--- src/inc/bmwd_pkg.sv ---
// Package of register offsets, field layout and reset values for the memory window decoder.
`default_nettype none
package bmwd_pkg;

  // ************************************************************
  // Register map
  // ************************************************************
  localparam int          ADDR_W          = 8;
  localparam int          DATA_W          = 16;
  localparam logic [7:0]  NP_BASE_OFF     = 8'h20;
  localparam logic [7:0]  NP_LIMIT_OFF    = 8'h22;
  localparam logic [7:0]  PF_BASE_OFF     = 8'h24;
  localparam logic [7:0]  PF_LIMIT_OFF    = 8'h26;

  // ************************************************************
  // Field layout and reset values
  // ************************************************************
  localparam int          FIELD_LSB       = 4;
  localparam int          FIELD_W         = 12;
  localparam int          MEM_ADDR_W      = 32;
  localparam int          LOW_ADDR_W      = 20;
  localparam logic [15:0] BASE_RESET      = 16'hFFF0;
  localparam logic [15:0] LIMIT_RESET     = 16'h0000;
  localparam logic [11:0] BASE_FIELD_RST  = BASE_RESET[15:4];
  localparam logic [11:0] LIMIT_FIELD_RST = LIMIT_RESET[15:4];

  // Route of a processor memory access.
  typedef enum logic [1:0] {
    BMWD_ROUTE_NONE,
    BMWD_ROUTE_NONPREFETCH,
    BMWD_ROUTE_PREFETCH,
    BMWD_ROUTE_BOTH
  } bmwd_route_t;

endpackage : bmwd_pkg
`default_nettype wire

--- src/rtl/bmwd_window_reg.sv ---
// One base/limit field register with a read-only zero low nibble.
`timescale 1ns/1ns
`default_nettype none
module bmwd_window_reg
  import bmwd_pkg::*;
#(
  parameter logic [11:0] RESET_FIELD = 12'h000
) (
  input  wire logic                   clk,
  input  wire logic                   reset_n,
  input  wire logic                   wr_en,
  input  wire logic [bmwd_pkg::DATA_W-1:0] wr_data,
  output var  logic [bmwd_pkg::FIELD_W-1:0] field_q
);
  import bmwd_pkg::*;

  logic [FIELD_W-1:0] field_d;

  always_comb begin
    field_d = field_q;
    if (wr_en) begin
      field_d = wr_data[DATA_W-1:FIELD_LSB];
    end
  end

  always_ff @(posedge clk) begin
    if (!reset_n) begin
      field_q <= RESET_FIELD;
    end else begin
      field_q <= field_d;
    end
  end

endmodule : bmwd_window_reg
`default_nettype wire

--- src/rtl/bmwd_window_match.sv ---
// Inclusive window compare of a 32-bit address against a 1-MB base/limit pair.
`timescale 1ns/1ns
`default_nettype none
module bmwd_window_match
  import bmwd_pkg::*;
(
  input  wire logic [bmwd_pkg::MEM_ADDR_W-1:0] addr,
  input  wire logic [bmwd_pkg::FIELD_W-1:0]    base_field,
  input  wire logic [bmwd_pkg::FIELD_W-1:0]    limit_field,
  output var  logic                            hit
);
  import bmwd_pkg::*;

  logic [MEM_ADDR_W-1:0] base_addr;
  logic [MEM_ADDR_W-1:0] limit_addr;

  always_comb begin
    base_addr  = {base_field, {LOW_ADDR_W{1'b0}}};
    limit_addr = {limit_field, {LOW_ADDR_W{1'b1}}};
    // Inverted window empty
    // The field compare repeats what the address compares already imply, but keeps the empty case explicit.
    hit = (addr >= base_addr) && (addr <= limit_addr) && (base_field <= limit_field);
  end

endmodule : bmwd_window_match
`default_nettype wire

--- src/rtl/bmwd_decoder.sv ---
// Top of the bridge memory window decoder: registers, bus slave and routing decision.
//
// Design decision made here: the strobed register port.
`timescale 1ns/1ns
`default_nettype none
module bmwd_decoder
  import bmwd_pkg::*;
(
  input  wire logic                            CLK,
  input  wire logic                            RESET_N,
  input  wire logic [bmwd_pkg::ADDR_W-1:0]     REG_ADDR,
  input  wire logic [bmwd_pkg::DATA_W-1:0]     REG_WDATA,
  input  wire logic                            REG_WR,
  input  wire logic                            REG_RD,
  output var  logic [bmwd_pkg::DATA_W-1:0]     REG_RDATA,
  input  wire logic                            MEM_REQ,
  input  wire logic [bmwd_pkg::MEM_ADDR_W-1:0] MEM_ADDR,
  output var  logic                            FWD_VALID,
  output var  logic                            FWD_NONPREFETCH,
  output var  logic                            FWD_PREFETCH,
  output var  logic [bmwd_pkg::MEM_ADDR_W-1:0] FWD_ADDR
);
  import bmwd_pkg::*;

  // ************************************************************
  // Window registers
  // ************************************************************
  logic [FIELD_W-1:0] np_base;
  logic [FIELD_W-1:0] np_limit;
  logic [FIELD_W-1:0] pf_base;
  logic [FIELD_W-1:0] pf_limit;
  logic               np_base_wr;
  logic               np_limit_wr;
  logic               pf_base_wr;
  logic               pf_limit_wr;

  always_comb begin
    np_base_wr  = REG_WR && (REG_ADDR == NP_BASE_OFF);
    np_limit_wr = REG_WR && (REG_ADDR == NP_LIMIT_OFF);
    pf_base_wr  = REG_WR && (REG_ADDR == PF_BASE_OFF);
    pf_limit_wr = REG_WR && (REG_ADDR == PF_LIMIT_OFF);
  end

  bmwd_window_reg #(.RESET_FIELD(BASE_FIELD_RST)) u_np_base (
    .clk     (CLK),
    .reset_n (RESET_N),
    .wr_en   (np_base_wr),
    .wr_data (REG_WDATA),
    .field_q (np_base)
  );

  bmwd_window_reg #(.RESET_FIELD(LIMIT_FIELD_RST)) u_np_limit (
    .clk     (CLK),
    .reset_n (RESET_N),
    .wr_en   (np_limit_wr),
    .wr_data (REG_WDATA),
    .field_q (np_limit)
  );

  bmwd_window_reg #(.RESET_FIELD(BASE_FIELD_RST)) u_pf_base (
    .clk     (CLK),
    .reset_n (RESET_N),
    .wr_en   (pf_base_wr),
    .wr_data (REG_WDATA),
    .field_q (pf_base)
  );

  bmwd_window_reg #(.RESET_FIELD(LIMIT_FIELD_RST)) u_pf_limit (
    .clk     (CLK),
    .reset_n (RESET_N),
    .wr_en   (pf_limit_wr),
    .wr_data (REG_WDATA),
    .field_q (pf_limit)
  );

  // ************************************************************
  // Register read port
  // ************************************************************
  logic [DATA_W-1:0] rdata_d;
  logic [DATA_W-1:0] rdata_q;

  always_comb begin
    rdata_d = '0;
    if (REG_RD) begin
      case (REG_ADDR)
        NP_BASE_OFF:  rdata_d = {np_base, 4'h0};
        NP_LIMIT_OFF: rdata_d = {np_limit, 4'h0};
        PF_BASE_OFF:  rdata_d = {pf_base, 4'h0};
        PF_LIMIT_OFF: rdata_d = {pf_limit, 4'h0};
        default:      rdata_d = '0;
      endcase
    end
  end

  always_ff @(posedge CLK) begin
    if (!RESET_N) begin
      rdata_q <= '0;
    end else begin
      rdata_q <= rdata_d;
    end
  end

  assign REG_RDATA = rdata_q;

  // ************************************************************
  // Address decode
  // ************************************************************
  logic np_hit;
  logic pf_hit;

  bmwd_window_match u_np_match (
    .addr        (MEM_ADDR),
    .base_field  (np_base),
    .limit_field (np_limit),
    .hit         (np_hit)
  );

  bmwd_window_match u_pf_match (
    .addr        (MEM_ADDR),
    .base_field  (pf_base),
    .limit_field (pf_limit),
    .hit         (pf_hit)
  );

  // ************************************************************
  // Forwarding register
  // ************************************************************
  bmwd_route_t           route;
  logic                  fwd_valid_d;
  logic                  fwd_valid_q;
  logic                  fwd_np_d;
  logic                  fwd_np_q;
  logic                  fwd_pf_d;
  logic                  fwd_pf_q;
  logic [MEM_ADDR_W-1:0] fwd_addr_d;
  logic [MEM_ADDR_W-1:0] fwd_addr_q;

  // No overlap check
  // Overlapping windows are a software fault; both flags are passed on unfiltered.
  always_comb begin
    route       = bmwd_route_t'({pf_hit, np_hit});
    fwd_valid_d = 1'b0;
    fwd_np_d    = 1'b0;
    fwd_pf_d    = 1'b0;
    fwd_addr_d  = fwd_addr_q;
    if (MEM_REQ) begin
      case (route)
        BMWD_ROUTE_NONE: begin
          fwd_valid_d = 1'b0;
        end
        BMWD_ROUTE_NONPREFETCH: begin
          fwd_valid_d = 1'b1;
          fwd_np_d    = 1'b1;
        end
        BMWD_ROUTE_PREFETCH: begin
          fwd_valid_d = 1'b1;
          fwd_pf_d    = 1'b1;
        end
        BMWD_ROUTE_BOTH: begin
          fwd_valid_d = 1'b1;
          fwd_np_d    = 1'b1;
          fwd_pf_d    = 1'b1;
        end
        default: begin
          fwd_valid_d = 1'b0;
        end
      endcase
      fwd_addr_d = MEM_ADDR;
    end
  end

  always_ff @(posedge CLK) begin
    if (!RESET_N) begin
      fwd_valid_q <= 1'b0;
      fwd_np_q    <= 1'b0;
      fwd_pf_q    <= 1'b0;
      fwd_addr_q  <= '0;
    end else begin
      fwd_valid_q <= fwd_valid_d;
      fwd_np_q    <= fwd_np_d;
      fwd_pf_q    <= fwd_pf_d;
      fwd_addr_q  <= fwd_addr_d;
    end
  end

  assign FWD_VALID       = fwd_valid_q;
  assign FWD_NONPREFETCH = fwd_np_q;
  assign FWD_PREFETCH    = fwd_pf_q;
  assign FWD_ADDR        = fwd_addr_q;

  // ************************************************************
  // Assertions
  // ************************************************************
  property p_np_forward;
    @(posedge CLK) disable iff (!RESET_N)
    (MEM_REQ && ({MEM_ADDR[31:20]} >= np_base) && (MEM_ADDR[31:20] <= np_limit))
      |=> FWD_VALID && FWD_NONPREFETCH && (FWD_ADDR == $past(MEM_ADDR));
  endproperty
  a_np_forward: assert property (p_np_forward) else $error("np hit not forwarded");

  property p_pf_forward;
    @(posedge CLK) disable iff (!RESET_N)
    (MEM_REQ && (MEM_ADDR[31:20] >= pf_base) && (MEM_ADDR[31:20] <= pf_limit))
      |=> FWD_VALID && FWD_PREFETCH;
  endproperty
  a_pf_forward: assert property (p_pf_forward) else $error("pf hit not forwarded");

  property p_np_outside;
    @(posedge CLK) disable iff (!RESET_N)
    (MEM_REQ && ((MEM_ADDR[31:20] < np_base) || (MEM_ADDR[31:20] > np_limit)))
      |=> !FWD_NONPREFETCH;
  endproperty
  a_np_outside: assert property (p_np_outside) else $error("np miss forwarded");

  property p_pf_outside;
    @(posedge CLK) disable iff (!RESET_N)
    (MEM_REQ && ((MEM_ADDR[31:20] < pf_base) || (MEM_ADDR[31:20] > pf_limit)))
      |=> !FWD_PREFETCH;
  endproperty
  a_pf_outside: assert property (p_pf_outside) else $error("pf miss forwarded");

  property p_inverted_empty;
    @(posedge CLK) disable iff (!RESET_N)
    (np_base > np_limit) |=> !FWD_NONPREFETCH;
  endproperty
  a_inverted_empty: assert property (p_inverted_empty) else $error("inverted window hit");

  property p_low_nibble;
    @(posedge CLK) disable iff (!RESET_N)
    $past(REG_RD) |-> (REG_RDATA[3:0] == 4'h0);
  endproperty
  a_low_nibble: assert property (p_low_nibble) else $error("low nibble not zero");

  property p_write_read;
    @(posedge CLK) disable iff (!RESET_N)
    (REG_WR && (REG_ADDR == PF_LIMIT_OFF)) ##1 (REG_RD && (REG_ADDR == PF_LIMIT_OFF) && !REG_WR)
      |=> (REG_RDATA[15:4] == $past(REG_WDATA[15:4], 2));
  endproperty
  a_write_read: assert property (p_write_read) else $error("readback mismatch");

  property p_reset_vals;
    @(posedge CLK)
    (RESET_N && $past(!RESET_N))
      |-> (np_base == 12'hFFF) && (pf_base == 12'hFFF) && (np_limit == 12'h000)
      && (pf_limit == 12'h000);
  endproperty
  a_reset_vals: assert property (p_reset_vals) else $error("bad reset value");

  property p_np_reset_empty;
    @(posedge CLK)
    (RESET_N && $past(!RESET_N)) |-> (np_base == BASE_FIELD_RST);
  endproperty
  a_np_reset_empty: assert property (p_np_reset_empty) else $error("np base reset wrong");

  property p_np_base_edge;
    @(posedge CLK) disable iff (!RESET_N)
    (MEM_REQ && (np_base <= np_limit) && (MEM_ADDR == {np_base, {LOW_ADDR_W{1'b0}}}))
      |=> FWD_NONPREFETCH;
  endproperty
  a_np_base_edge: assert property (p_np_base_edge) else $error("np base edge missed");

  property p_pf_limit_edge;
    @(posedge CLK) disable iff (!RESET_N)
    (MEM_REQ && (pf_base <= pf_limit) && (MEM_ADDR == {pf_limit, {LOW_ADDR_W{1'b1}}}))
      |=> FWD_PREFETCH;
  endproperty
  a_pf_limit_edge: assert property (p_pf_limit_edge) else $error("pf limit edge missed");

  property p_route_idle;
    @(posedge CLK) disable iff (!RESET_N)
    !MEM_REQ |=> !FWD_VALID && !FWD_NONPREFETCH && !FWD_PREFETCH && $stable(FWD_ADDR);
  endproperty
  a_route_idle: assert property (p_route_idle) else $error("idle cycle forwarded");

  property p_rdata_idle;
    @(posedge CLK) disable iff (!RESET_N)
    !REG_RD |=> (REG_RDATA == '0);
  endproperty
  a_rdata_idle: assert property (p_rdata_idle) else $error("read data without read");

  property p_write_lands;
    @(posedge CLK) disable iff (!RESET_N)
    (REG_WR && (REG_ADDR == NP_BASE_OFF))
      |=> (np_base == $past(REG_WDATA[DATA_W-1:FIELD_LSB]));
  endproperty
  a_write_lands: assert property (p_write_lands) else $error("write did not land");

endmodule : bmwd_decoder
`default_nettype wire

--- config.mk ---
export PLATFORM = sky130hd
export DESIGN_NAME = bmwd_decoder
export DESIGN_NICKNAME = d
export VERILOG_FILES = /design/src/inc/bmwd_pkg.sv /design/src/rtl/bmwd_window_reg.sv /design/src/rtl/bmwd_window_match.sv /design/src/rtl/bmwd_decoder.sv
export SDC_FILE = /design/constraint.sdc
export NUM_CORES = 1
export LEC_CHECK = 0
export BUFFER_PORTS_ARGS = -buffer_cell sky130_fd_sc_hd__buf_2
export CAP_MARGIN = 20
export CORE_AREA = 4 4 109 111
export DETAILED_ROUTE_END_ITERATION = 10
export DIE_AREA = 0 0 113 115
export MAX_ROUTING_LAYER = met4
export PLACE_DENSITY = 0.76
export SYNTH_ARGS = -nofsm -noshare
export SYNTH_HDL_FRONTEND = slang
export SYNTH_SLANG_ARGS = --single-unit
--- constraint.sdc ---
create_clock -name CLK -period 1.6 [get_ports CLK]
set_input_delay 0 -clock CLK [delete_from_list [all_inputs] [get_ports CLK]]
set_output_delay 0 -clock CLK [all_outputs]
set_load 0.01 [all_outputs]
== Word level (Yosys, flattened, before mapping) ==
Cells that the tools add are included.

* Memories: 0
* Logic and storage cells: 40
* Latch bits: 0
* Output and inout port bits: 51
* Input port bits: 61
* Flip-flop bits (word level): 99
* Bits in writable memories: 0
* Bits in read-only memories: 0

* Reduce and logical (&&, ||, !) cells: 14
* Multipliers: 0
* Div/mod/pow operators: 0
* Bitwise operators: 0
* Multiplexer cells: 4
* $add $sub $neg: 0
* Equal/unequal tests: 7
* $lt $le $gt $ge: 6
* Shifts and indexed selects: 0

{| class="wikitable"
|+ Operators by type and width
! kind !! count
|-
| $ge A32 B32 Y1 || 2
|-
| $le A32 B32 Y1 || 2
|-
| $pmux W16 S4 || 1
|-
| $eq A8 B6 Y1 const B || 4
|-
| $le A12 B12 Y1 || 2
|-
| $logic_and A1 B1 Y1 || 8
|-
| $eq A2 B2 Y1 const B || 2
|-
| $reduce_and A2 Y1 || 2
|-
| $reduce_or A2 Y1 || 2
|-
| $reduce_or A3 Y1 || 1
|-
| $eq A2 B1 Y1 const B || 1
|-
| $logic_not A2 Y1 || 1
|-
| $mux W1 || 2
|-
| $pmux W1 S2 || 1
|}

== Logic depth before layout (Yosys ltp) ==
Gate-level depths: netlist of the first run.

* Depth after elaboration: 6
* Gate-level depth with buffers: 8
* Depth with buffers taken out: 8

== Modules after synthesis ==
A second synthesis of the first run with hierarchy kept.

* Cells, all modules: 581
* Area total of the unflattened synthesis: 5,811.8 um^2

{| class="wikitable"
|+ By module, submodules not included
! module !! instances !! cells each !! area an instance (um^2) !! sequential area each (um^2)
|-
| bmwd_decoder || 1 || 171 || 2,080.7 || 940.9
|-
| bmwd_window_match || 2 || 129 || 994.7 || 0.0
|-
| bmwd_window_reg at u_np_limit ... || 2 || 38 || 450.4 || 240.2
|-
| bmwd_window_reg at u_np_base ... || 2 || 38 || 420.4 || 240.2
|}

== Least setup slack after synthesis of the first run ==
Ideal clock, no wire load.

* Kind: register -> register
* Start: reg u_np_base.field_q[1] in the netlist's numbering
* End: reg fwd_valid_q (netlist: FWD_VALID)
* Stages on the path, launching flop included: 9
* Library setup time: 0.120 ns
* Buffers on the path: 0
* Required time: 1.480 ns
* Period minus slack after synthesis: 1.745 ns
* Arrival time: 1.625 ns
* Setup slack: -0.145 ns
* Cells stage by stage: dfxtp_1 > inv_1 > ha_1 > nor2b_1 > o21a_1 > o21a_1 > o31ai_1 > a311oi_1 > or2_1

* Longest elaborated chain between the ends: 6
* Elaborated cells between the ends (all ways): 10
* Classes of those cells: 2 x order compare; 3 x eq/ne; 1 x mux; 4 x reduce/logical

{| class="wikitable"
|+ Ends and longest elaborated chain
! element !! RTL line !! RTL
|-
| start: declaration || bmwd_window_reg.sv:13 || <nowiki>output var logic [bmwd_pkg::FIELD_W-1:0] field_q</nowiki>
|-
| start signal: assignment || bmwd_window_reg.sv:30 || <nowiki>field_q <= field_d;</nowiki>
|-
| $ge A32 B32 Y1 || bmwd_window_match.sv:22 || <nowiki>hit = (addr >= base_addr) && (addr <= limit_addr) && (base_field <= limit_field);</nowiki>
|-
| $logic_and A1 B1 Y1 || bmwd_window_match.sv:22 ||
|-
| $logic_and A1 B1 Y1 * || bmwd_window_match.sv:22 ||
|-
| $eq A2 B2 Y1 or $eq A2 B1 Y1 (tied branches) || bmwd_decoder.sv:147 || <nowiki>case (route)</nowiki>
|-
| $reduce_or A3 Y1 (no line) || -- ||
|-
| $pmux W1 S2 * || bmwd_decoder.sv:147 ||
|-
| end signal: assignment || bmwd_decoder.sv:179 || <nowiki>fwd_valid_q <= fwd_valid_d;</nowiki>
|-
| end: declaration || bmwd_decoder.sv:130 || <nowiki>logic fwd_valid_q;</nowiki>
|}

Every way passes the cells marked *; elsewhere a longest branch is shown, timed or not.
A chain may end at the register's enable or synchronous reset.

== Worst setup path in the final report of the first run ==
* Start: reg u_pf_limit.field_q[8] in the netlist's numbering
* End: reg fwd_pf_q (netlist: FWD_PREFETCH)

* Longest elaborated chain between the ends: 6
* Elaborated cells between the ends (all ways): 8
* Classes of those cells: 2 x order compare; 2 x eq/ne; 1 x mux; 3 x reduce/logical

{| class="wikitable"
|+ Ends and longest elaborated chain
! element !! RTL line !! RTL
|-
| start: declaration || bmwd_window_reg.sv:13 ||
|-
| start signal: assignment || bmwd_window_reg.sv:30 ||
|-
| $le A32 B32 Y1 || bmwd_window_match.sv:22 ||
|-
| $logic_and A1 B1 Y1 || bmwd_window_match.sv:22 ||
|-
| $logic_and A1 B1 Y1 * || bmwd_window_match.sv:22 ||
|-
| $eq A2 B2 Y1 || bmwd_decoder.sv:147 ||
|-
| $reduce_or A2 Y1 (no line) * || -- ||
|-
| $mux W1 * || bmwd_decoder.sv:147 ||
|-
| end signal: assignment || bmwd_decoder.sv:181 || <nowiki>fwd_pf_q <= fwd_pf_d;</nowiki>
|-
| end: declaration || bmwd_decoder.sv:134 || <nowiki>logic fwd_pf_q;</nowiki>
|}

Marked as above.

==> results of run 1 <==
-- sequential cells by signal, summed over array words and instances, names as in the netlist --
signal	flops
FWD_ADDR	32
FWD_NONPREFETCH	1
FWD_PREFETCH	1
FWD_VALID	1
REG_RDATA	12
u_np_base.field_q	12
u_np_limit.field_q	12
u_pf_base.field_q	12
u_pf_limit.field_q	12
-- worst max-delay path: stages (launching register included) --
cell	delay, ns
dfxtp_1	0.35
inv_1	0.08
ha_1	0.27
and4_4	0.20
a311oi_2	0.26
a31oi_1	0.13
a311oi_1	0.33
buf_4	0.17
-- area by class of cell --
class | count | area share (%)
inverter | 49 | 2.49
tap | 140 | 2.37
clock buffer | 15 | 2.39
sequential | 95 | 26.1
multi-input combinational | 439 | 47.0
timing repair buffer | 215 | 19.7
-- cells in the mapped netlist --
| cell | n | area [um^2] |
|---|---|---|
| a211o_1 | 2 | 17.5 |
| a21boi_0 | 11 | 82.6 |
| a21boi_1 | 13 | 97.6 |
| a21o_1 | 4 | 30.0 |
| a21oi_1 | 36 | 180 |
| a22oi_1 | 24 | 180 |
| a311oi_1 | 4 | 35.0 |
| a31oi_1 | 4 | 25.0 |
| and2_1 | 4 | 25.0 |
| and3_1 | 2 | 12.5 |
| and4_1 | 4 | 35.0 |
| and4b_1 | 1 | 10.0 |
| buf_2 | 3 | 15.0 |
| buf_4 | 4 | 30.0 |
| clkbuf_1 | 25 | 93.8 |
| conb_1 | 1 | 3.75 |
| dfxtp_1 | 95 | 1900 |
| ha_1 | 72 | 901 |
| inv_1 | 49 | 184 |
| mux2i_1 | 32 | 320 |
| nand2_1 | 85 | 319 |
| nand2_2 | 1 | 6.26 |
| nand2b_1 | 2 | 12.5 |
| nand3_1 | 6 | 30.0 |
| nand4_1 | 18 | 113 |
| nand4_2 | 1 | 12.5 |
| nand4b_1 | 1 | 8.76 |
| nor2_1 | 8 | 30.0 |
| nor2b_1 | 40 | 250 |
| nor3_1 | 5 | 25.0 |
| nor3b_1 | 3 | 22.5 |
| nor4_1 | 7 | 43.8 |
| o211ai_1 | 26 | 195 |
| o21a_1 | 4 | 30.0 |
| o21ai_0 | 10 | 50.1 |
| o31ai_1 | 2 | 15.0 |
| or2_0 | 1 | 6.26 |
| or2_1 | 1 | 6.26 |
| or4_1 | 1 | 7.51 |
-- what timing repair did --
item                                    in CTS  in global routing
buffers inserted                             1                  2
gates resized for setup                     22                 50
endpoints found under the setup margin       3                  3
hold buffers                                30                  0
pin swaps                                   14                 13
hold endpoints to repair                    66                  0
-- stage by stage --
step           worst slack [ns]  power (mW)  util (%)
2_1_floorplan           -0.0880        2.76         -
6_report                 -0.238        4.61      68.5
3_3_place_gp             -0.188        3.01      60.9
3_5_place_dp             -0.276        3.03      60.9
4_1_cts                  -0.210        4.58      66.1
5_1_grt                  -0.312        4.79      68.5
-- logic make-up after synthesis --
| family | count (synthesis) | share of synthesized area, % |
|---|---|---|
| AOI/OAI and AO/OA | 140 | 17.5 |
| adders and majority gates | 72 | 16.8 |
| buffers and inverters | 81 | 6.02 |
| DFF | 95 | 35.5 |
| muxes | 32 | 5.97 |
| other | 1 | 0.0699 |
| and+or+nand+nor | 191 | 18.2 |
-- final timing paths --
check / startpoint / slack (ns) / depth (start not counted) / end
hold / removal: MEM_ADDR[8] / -0.00006 / 4 / FWD_ADDR[8]
setup / recovery: u_pf_limit.field_q[8] / -0.24 / 7 / FWD_PREFETCH
hold reg to reg: u_np_limit.field_q[4] / 0.49 / 2 / u_np_limit.field_q[4]
setup reg to reg: u_pf_limit.field_q[8] / -0.24 / 7 / FWD_PREFETCH
-- routing by layer --
| layer | share of wire, % | up-vias |
|---|---|---|
| met4 | 2.2 | 0 |
| met5 | 0 | - |
| li1 | - | 2553 |
| met1 | 39 | 2559 |
| met3 | 7.8 | 40 |
| met2 | 51 | 244 |
-- power by group --
group	internal (mW)	leakage, nW	switching (mW)
registers	2.41	0.778	0.0277
clock network	0.688	0.0898	0.833
logic	0.319	2.40	0.335
total	3.42	3.27	1.20
==> impl_metrics.csv, run 1 <==
group,metric,value,unit
clock_tree,clkLatencyLatePin,0.39,ns
detailed_routing,drc,0,
finish,drive_above_1_share,33.6,%
critical_path,crit_path_start_kind,"register",
global_routing,antenna_found_initial,0,
power_and_ir_drop,vdd_drop_max,0.666,mV
floorplan,die-height,115,um
global_routing,grt_max_degree,43,
finish,syn_to_final_growth,37.8,%
floorplan,design.die.area,0.0130,mm^2
critical_path,critical_path_required,1.94,ns
yosys,netlist_area,0.00536,mm^2
placement,io_buffers,103,
global_routing,gr-total-overflow,0,
finish,nNetsFinal,942,
timing,rsz0062_at_grt,"true",
timing,max_clock_freq,0.544,GHz
yosys,syn_avg_cell_area,8.76,um^2
floorplan,die_w,113,um
finish,final_cell_mix,"buf_2, nand2_1, buf_4, dfxtp_1, ha_1",
finish,diodes,0,
clock_tree,cts-buffers-inserted,9,
critical_path,cp-end-kind,"register",
detailed_routing,vias_per_cell,5.66,
finish,instances_no_fill,953,
placement,placed_cell_area,0.00657,mm^2
yosys,yosysSeqAreaShare,35.5,%
timing,tightest_slew,0.544,ns
outcome,status,"finished with violations",
placement,dp_hpwl,12.9,mm
detailed_routing,vias,5396,
finish,seqCellArea,0.00193,mm^2
floorplan,fp.coreArea,0.0108,mm^2
critical_path,path_class,"register to register",
detailed_routing,drt_iter0_markers,465,
finish,multi_input_area,0.00347,mm^2
finish,fill_cells,831,
critical_path,critPathArrivalTime,2.18,ns
yosys,ys_ff_latch,95,
detailed_routing,wl,17.6,mm
clock_tree,clkTransAtPathRegs,0.09,ns
clock_tree,htreeDepth,3,
global_routing,globalRouteMet1Util,32.4,%
floorplan,start_util,49.7,%
yosys,ys.warnings.count,0,
timing,setup_ws,-0.238,ns
timing,fin_hold_ws,-0.0000556,ns
detailed_routing,wl_per_cell,18.5,um
hold_path,hold_path_class,"input pin to register",
detailed_routing,postRouteAntennaNets,0,
clock_tree,cts-root-buf,"clkbuf_8",
timing,fin_crit_sh,115,%
global_routing,grtUsageTotal,27.6,%
global_routing,grtUsageMet3,6.42,%
timing,hold_viol,1,
clock_tree,clk_path_buf_depth,2,
timing,setup-tns-final,-0.462,ns
timing,layout_min_cycle_time,1.84,ns
timing,drv_slew,0,
placement,dpl.cell_count,905,
clock_tree,cts_tree,"built",
floorplan,rows,38,
critical_path,path_max_fanout,3,
outcome,failed_checks,"negative hold slack, negative setup slack",
power_and_ir_drop,power.density,624,mW/mm^2
global_routing,grt_pass1_vias,5293,
global_routing,grt_pass1_wl,27.4,mm
global_routing,globalRouteMet2Util,47.2,%
floorplan,io_pins,112,
placement,gp_congestion,0.940,
timing,setup_viol,2,
finish,design_area,0.00739,mm^2
yosys,synth.distinct_cells,39,
job,max-cap-violations,0,
timing,clock_skew,0.00942,ns
finish,final_common_cell,"buf_2",
global_routing,top_usage_layer,"met2",
clock_tree,cts_sinks,95,
timing,slew_headroom,63.7,%
power_and_ir_drop,power.leakage,3.27,nW
detailed_routing,firstDrtPassIters,5,
yosys,synth_cells,612,
(Power assumes the default switching activity.)
==> run 2, diff against run 1 <==
--- a/config.mk
+++ b/config.mk
@@ -12,6 +12,8 @@
 export DIE_AREA = 0 0 113 115
 export MAX_ROUTING_LAYER = met4
 export PLACE_DENSITY = 0.76
+export SETUP_SLACK_MARGIN = 0.15
+export SKIP_LAST_GASP = 1
 export SYNTH_ARGS = -nofsm -noshare
 export SYNTH_HDL_FRONTEND = slang
 export SYNTH_SLANG_ARGS = --single-unit
==> run 2 against run 1 <==
The flow finishes with violations (negative setup slack). Critical path depth grew 1. Power decreased by 1.3%. Combinational power barely moved. Via count down 2.1%. Clock power is 4% lower. Die area did not move. Maximum frequency shrank 0.65%. Core utilization decreased by 0.56 points. Largest cell class unchanged. Largest power group unchanged. Clock skew down 0.0018 ns. Global-route usage grew 0.59 points. Worst hold slack improved by 0.011 ns.
==> impl_metrics.csv, run 2 (same netlist as run 1, synthesis figures left out) <==
group,metric,value,unit
timing,layout_min_cycle_time,1.85,ns
detailed_routing,vias_per_cell,5.58,
critical_path,ff2ff_path_depth,8,
critical_path,r2r-end,"FWD_VALID",
detailed_routing,drc,0,
finish,instances_no_fill,947,
power_and_ir_drop,comb_power_share,14.3,%
global_routing,grt_max_degree,59,
finish,syn_to_final_growth,36.7,%
global_routing,grtUsageTotal,28.2,%
detailed_routing,met3_wirelength,907,um
floorplan,fp.coreArea,0.0108,mm^2
detailed_routing,wl,17.5,mm
timing,max_clock_freq,0.541,GHz
floorplan,io_pins,112,
clock_tree,clkLatencyLatePin,0.38,ns
clock_tree,cts_tree,"built",
placement,gp_congestion,0.980,
power_and_ir_drop,p_int,3.32,mW
timing,rsz0062_at_grt,"true",
finish,largest_reg_flops,32,
critical_path,cp-end-kind,"register",
placement,dp_hpwl,12.9,mm
finish,drive_above_1_share,33.6,%
power_and_ir_drop,clkPwrFrac,32.2,%
global_routing,antenna_found_initial,0,
power_and_ir_drop,power.leakage,3.24,nW
critical_path,worstPathCellList,"inv_2 > ha_4 > nor2b_1 > o21a_1 > o21a_1 > o31ai_2 > a311oi_2 > or2_1",
finish,diodes,0,
global_routing,gr-total-overflow,0,
timing,slew_headroom,63.3,%
finish,final_cell_mix,"buf_2, nand2_1, buf_4, dfxtp_1, ha_1",
finish,nNetsFinal,937,
floorplan,design.die.area,0.0130,mm^2
timing,tightest_slew,0.551,ns
power_and_ir_drop,vdd_drop_max,0.509,mV
clock_tree,cts_sinks,95,
detailed_routing,firstDrtPassIters,6,
floorplan,start_util,49.7,%
critical_path,crit_top_cell,"o21a_1",
hold_path,hold_path_class,"input pin to register",
power_and_ir_drop,p_total,4.56,mW
timing,setup_viol,3,
placement,io_buffers,103,
placement,dp_slack,-0.257,ns
critical_path,critPathArrivalTime,2.12,ns
timing,hold_viol,0,
floorplan,rows,38,
timing,fin_crit_sh,116,%
finish,final_common_cell,"buf_2",
critical_path,slowest_delay,0.36,ns
floorplan,die_w,113,um
clock_tree,cts-buffers-inserted,9,
detailed_routing,wl_met2,8.44,mm
job,max-cap-violations,0,
clock_tree,clk_path_buf_depth,2,
hold_path,hold_depth,4,
outcome,failed_checks,"negative setup slack",
detailed_routing,wl_met1,7.59,mm
critical_path,slowest_stage,"dfxtp_2",
clock_tree,htreeDepth,3,
timing,fin_hold_ws,0.0107,ns
global_routing,grt_pass1_wl,27.7,mm
critical_path,reg2reg_slack,-0.25,ns
floorplan,die-height,115,um
detailed_routing,postRouteAntennaNets,0,
placement,placed_cell_area,0.00670,mm^2
power_and_ir_drop,power_switching,1.23,mW
finish,fill_cells,819,
critical_path,crit_path_start_kind,"register",
finish,design_area,0.00733,mm^2
timing,drv_slew,0,
power_and_ir_drop,p_sw_share,27.0,%
timing,clock_skew,0.00765,ns
clock_tree,cts-root-buf,"clkbuf_8",
critical_path,reg2reg_from,"u_np_base.field_q[1]",
global_routing,grt_pass1_vias,5389,
timing,setup-tns-final,-0.381,ns
placement,dpl.cell_count,896,
critical_path,path_max_fanout,3,
detailed_routing,vias,5283,
hold_path,whs_endpoint,"FWD_ADDR[15]",
hold_path,holdCritStartpoint,"MEM_ADDR[15]",
outcome,status,"finished with violations",
clock_tree,clkTransAtPathRegs,0.10,ns
finish,post-route-util,67.9,%
timing,setup_ws,-0.250,ns
critical_path,path_class,"register to register",
detailed_routing,wl_per_cell,18.5,um
power_and_ir_drop,p_seq_share,53.5,%
detailed_routing,drt_iter0_markers,343,
power_and_ir_drop,power.density,621,mW/mm^2
detailed_routing,top_layer,"met4",
critical_path,critical_path_required,1.87,ns
## run 2: changes by cell type in the layout (fill, tap and decap cells not counted), sizes merged
cell	before	now
dlygate4sd3	30	31
buf	185	179
clkbuf	15	11
clkinv	0	2
clkinvlp	0	1
## run 2: cell type report
cell class	count	area, um^2	share of cell area, %
multi-input combinational	439	3460	47.1
inverter	49	184	2.51
sequential	95	1930	26.3
tap	140	175	2.39
timing repair buffer	210	1430	19.4
clock inverter	3	21.3	0.290
clock buffer	11	141	1.93
## run 2: worst max path at each step
stage | slack [ns] | cells after the start | to | from
after global placement | -0.21 | 7 | FWD_VALID | MEM_ADDR[6]
after floorplan | -0.09 | 8 | FWD_VALID | u_pf_base.field_q[1]
after global routing | -0.29 | 8 | FWD_VALID | u_np_base.field_q[1]
after detailed placement | -0.26 | 9 | FWD_VALID | u_pf_limit.field_q[7]
after CTS | -0.24 | 8 | FWD_VALID | u_np_base.field_q[1]
final | -0.25 | 8 | FWD_VALID | u_np_base.field_q[1]
## run 2: metal layers
| layer | up-vias | global-route usage (%) |
|---|---|---|
| li1 | 2555 | - |
| met1 | 2497 | 34.1 |
| met2 | 185 | 46.6 |
| met3 | 46 | 4.16 |
| met4 | 0 | 12.7 |
| met5 | - | - |
## run 2: worst max-delay path: cells and delay by family, from the launching register on
family	cells	cell delay, ns
compound gates	4	0.73
flops	1	0.36
simple gates	2	0.36
fa+ha+maj	1	0.23
buf+inv	1	0.06
## run 2: power by group through the flow
stage | Combinational, mW | Clock [mW] | Sequential [mW]
floorplan | 0.254 | 0 | 2.51
global placement | 0.546 | 0 | 2.49
detailed placement | 0.563 | 0 | 2.49
CTS | 0.629 | 1.48 | 2.44
global route | 0.712 | 1.59 | 2.45
finish | 0.652 | 1.46 | 2.44
## run 2: timing repair
action                                 CTS  global route
hold buffers                            31             0
gates resized for setup                 19            14
endpoints found under the hold margin   67             0
pin swaps                               10             9
setup endpoints to repair                3             4
buffers inserted                         6             0
==> run 3, diff against run 2 <==
--- a/config.mk
+++ b/config.mk
@@ -12,6 +12,7 @@
 export DIE_AREA = 0 0 113 115
 export MAX_ROUTING_LAYER = met4
 export PLACE_DENSITY = 0.76
+export REMOVE_ABC_BUFFERS = 1
 export SETUP_SLACK_MARGIN = 0.15
 export SKIP_LAST_GASP = 1
 export SYNTH_ARGS = -nofsm -noshare
==> run 3 against run 2 <==
Combinational power up 4.8%. The run still ends with negative setup slack left. Power rose by 1.5%. Clock power is 3% higher. Core utilization increased by 1.0 points. Critical endpoint unchanged. Critical path type unchanged. Clock skew rose by 0.0031 ns. Critical path depth unchanged. Cell count unchanged. Sequential cell count is the same. Die area unchanged. Count of clock-buffer cells in the layout up 2. Largest cell class unchanged.
==> impl_metrics.csv, run 3 (same netlist as run 1, synthesis figures left out) <==
group,metric,value,unit
timing,fin_crit_sh,117,%
power_and_ir_drop,power.leakage,3.24,nW
finish,final_cell_mix,"buf_2, nand2_1, dfxtp_1, buf_4, ha_1",
detailed_routing,vias_per_cell,5.83,
detailed_routing,wl_per_cell,19.2,um
clock_tree,clk_path_buf_depth,2,
critical_path,slowest_stage,"dfxtp_2",
global_routing,antenna_found_initial,0,
outcome,failed_checks,"negative setup slack",
detailed_routing,wl,18.2,mm
critical_path,slowest_delay,0.35,ns
power_and_ir_drop,p_total,4.62,mW
finish,nNetsFinal,935,
critical_path,crit_path_start_kind,"register",
critical_path,cp_num_buf_inv,1,
floorplan,design.die.area,0.0130,mm^2
finish,syn_to_final_growth,38.7,%
outcome,status,"finished with violations",
finish,largest_reg_flops,32,
clock_tree,clkTransAtPathRegs,0.09,ns
finish,final_common_cell,"buf_2",
timing,layout_min_cycle_time,1.87,ns
floorplan,io_pins,112,
critical_path,path_class,"register to register",
placement,dpl.cell_count,891,
critical_path,path_max_fanout,2,
power_and_ir_drop,vdd_drop_max,0.715,mV
critical_path,cp-end-kind,"register",
clock_tree,cts-root-buf,"clkbuf_8",
global_routing,gr-total-overflow,0,
detailed_routing,drc,0,
hold_path,hold_path_class,"input pin to register",
timing,tightest_slew,0.568,ns
power_and_ir_drop,power.density,621,mW/mm^2
timing,hold_viol,0,
detailed_routing,firstDrtPassIters,5,
detailed_routing,drt_iter0_markers,425,
hold_path,holdCritStartpoint,"MEM_ADDR[28]",
timing,max_clock_freq,0.536,GHz
finish,drive_above_1_share,32.7,%
timing,setup_ws,-0.267,ns
finish,diodes,0,
critical_path,worstPathCellList,"buf_6 > ha_4 > nor2b_2 > o211ai_1 > a211o_1 > a31oi_1 > a311oi_2 > or2_1",
timing,rsz0062_at_grt,"true",
clock_tree,cts-buffers-inserted,9,
floorplan,start_util,49.7,%
detailed_routing,vias,5518,
timing,clock_skew,0.0108,ns
timing,setup_viol,3,
detailed_routing,postRouteAntennaNets,0,
clock_tree,htreeDepth,3,
clock_tree,cts_sinks,95,
placement,dp_hpwl,12.5,mm
job,max-cap-violations,0,
floorplan,die_w,113,um
global_routing,grt_pass1_vias,5630,
global_routing,grt_max_degree,82,
floorplan,fp.coreArea,0.0108,mm^2
placement,io_buffers,103,
timing,drv_slew,0,
floorplan,rows,38,
critical_path,reg2reg_from,"u_pf_base.field_q[1]",
placement,gp_congestion,0.954,
critical_path,critical_path_required,1.89,ns
finish,instances_no_fill,947,
global_routing,grt_pass1_wl,28.0,mm
clock_tree,clkLatencyLatePin,0.39,ns
global_routing,grtUsageTotal,28.2,%
timing,slew_headroom,62.1,%
critical_path,critPathLaunch,"u_pf_base.field_q[1]",
floorplan,die-height,115,um
critical_path,critPathArrivalTime,2.16,ns
critical_path,cp_top_family,"compound AO/OA/AOI/OAI gates",
clock_tree,cts_tree,"built",
run 3: cell types whose count changed in the layout (fill, tap and decap cells not counted), moves of 3 or more:
cell           change
buf_12             +3
inv_2              -9
dlygate4sd3_1      +4
buf_4             -10
inv_1              +9
run 3: path summary, 6_finish.rpt:
path	endpoint	slack, ns	cells after the start
worst max-delay path	FWD_VALID	-0.27	8
worst min-delay path	FWD_ADDR[28]	0.01	3
worst max register to register	FWD_VALID	-0.27	8
worst min register to register	u_np_limit.field_q[6]	0.48	2
run 3: area by class of cell:
type | instances | area [um^2]
Sequential cell | 95 | 1930
Inverter | 49 | 184
Fill cell | 760 | 3350
Tap cell | 140 | 175
Timing Repair Buffer | 208 | 1460
Clock inverter | 3 | 17.5
Multi-Input combinational cell | 439 | 3520
Clock buffer | 13 | 159
run 3: per-layer routing:
metal	global-route usage, %	vias to the layer above	wire length (um)
li1	-	2546	-
met3	6.47	63	1320
met1	31.1	2647	7120
met2	48.8	262	9040
met5	-	-	0
met4	12.4	0	718
run 3: report_power, final:
group / internal, mW / total (mW) / switching [mW]
Sequential: 2.41 / 2.44 / 0.0287
Clock: 0.647 / 1.50 / 0.852
Combinational: 0.340 / 0.683 / 0.344
run 3: timing repair:
action,4_1_cts,5_1_grt
buffers inserted,3,2
pin swaps,20,12
hold endpoints to repair,71,0
endpoints found under the setup margin,3,3
hold buffers,35,0
gates resized for setup,54,30
run 3: metrics by stage:
stage / util (%) / instance area [um^2] / TNS, ns / hold WS [ns] / setup WS [ns]
final: 69.0 / 7440 / -0.384 / 0.0137 / -0.267
after global routing: 69.0 / 7440 / -0.532 / 0.0132 / -0.318
after CTS: 67.8 / 7310 / -0.316 / 0.00273 / -0.221
after detailed placement: 60.0 / 6480 / -0.729 / 0.281 / -0.323
after global placement: 60.0 / 6480 / -0.404 / 0.272 / -0.193
after floorplan: - / 5240 / -7.51 / 0.0889 / -0.359
run 3: worst register-to-register path: cells and delay by family (launching register included):
family                     cells  cell delay [ns]
and+or+nand+nor                2             0.36
buffers and inverters          1             0.12
DFF                            1             0.35
adders and majority gates      1             0.25
AOI/OAI and AO/OA              4             0.68
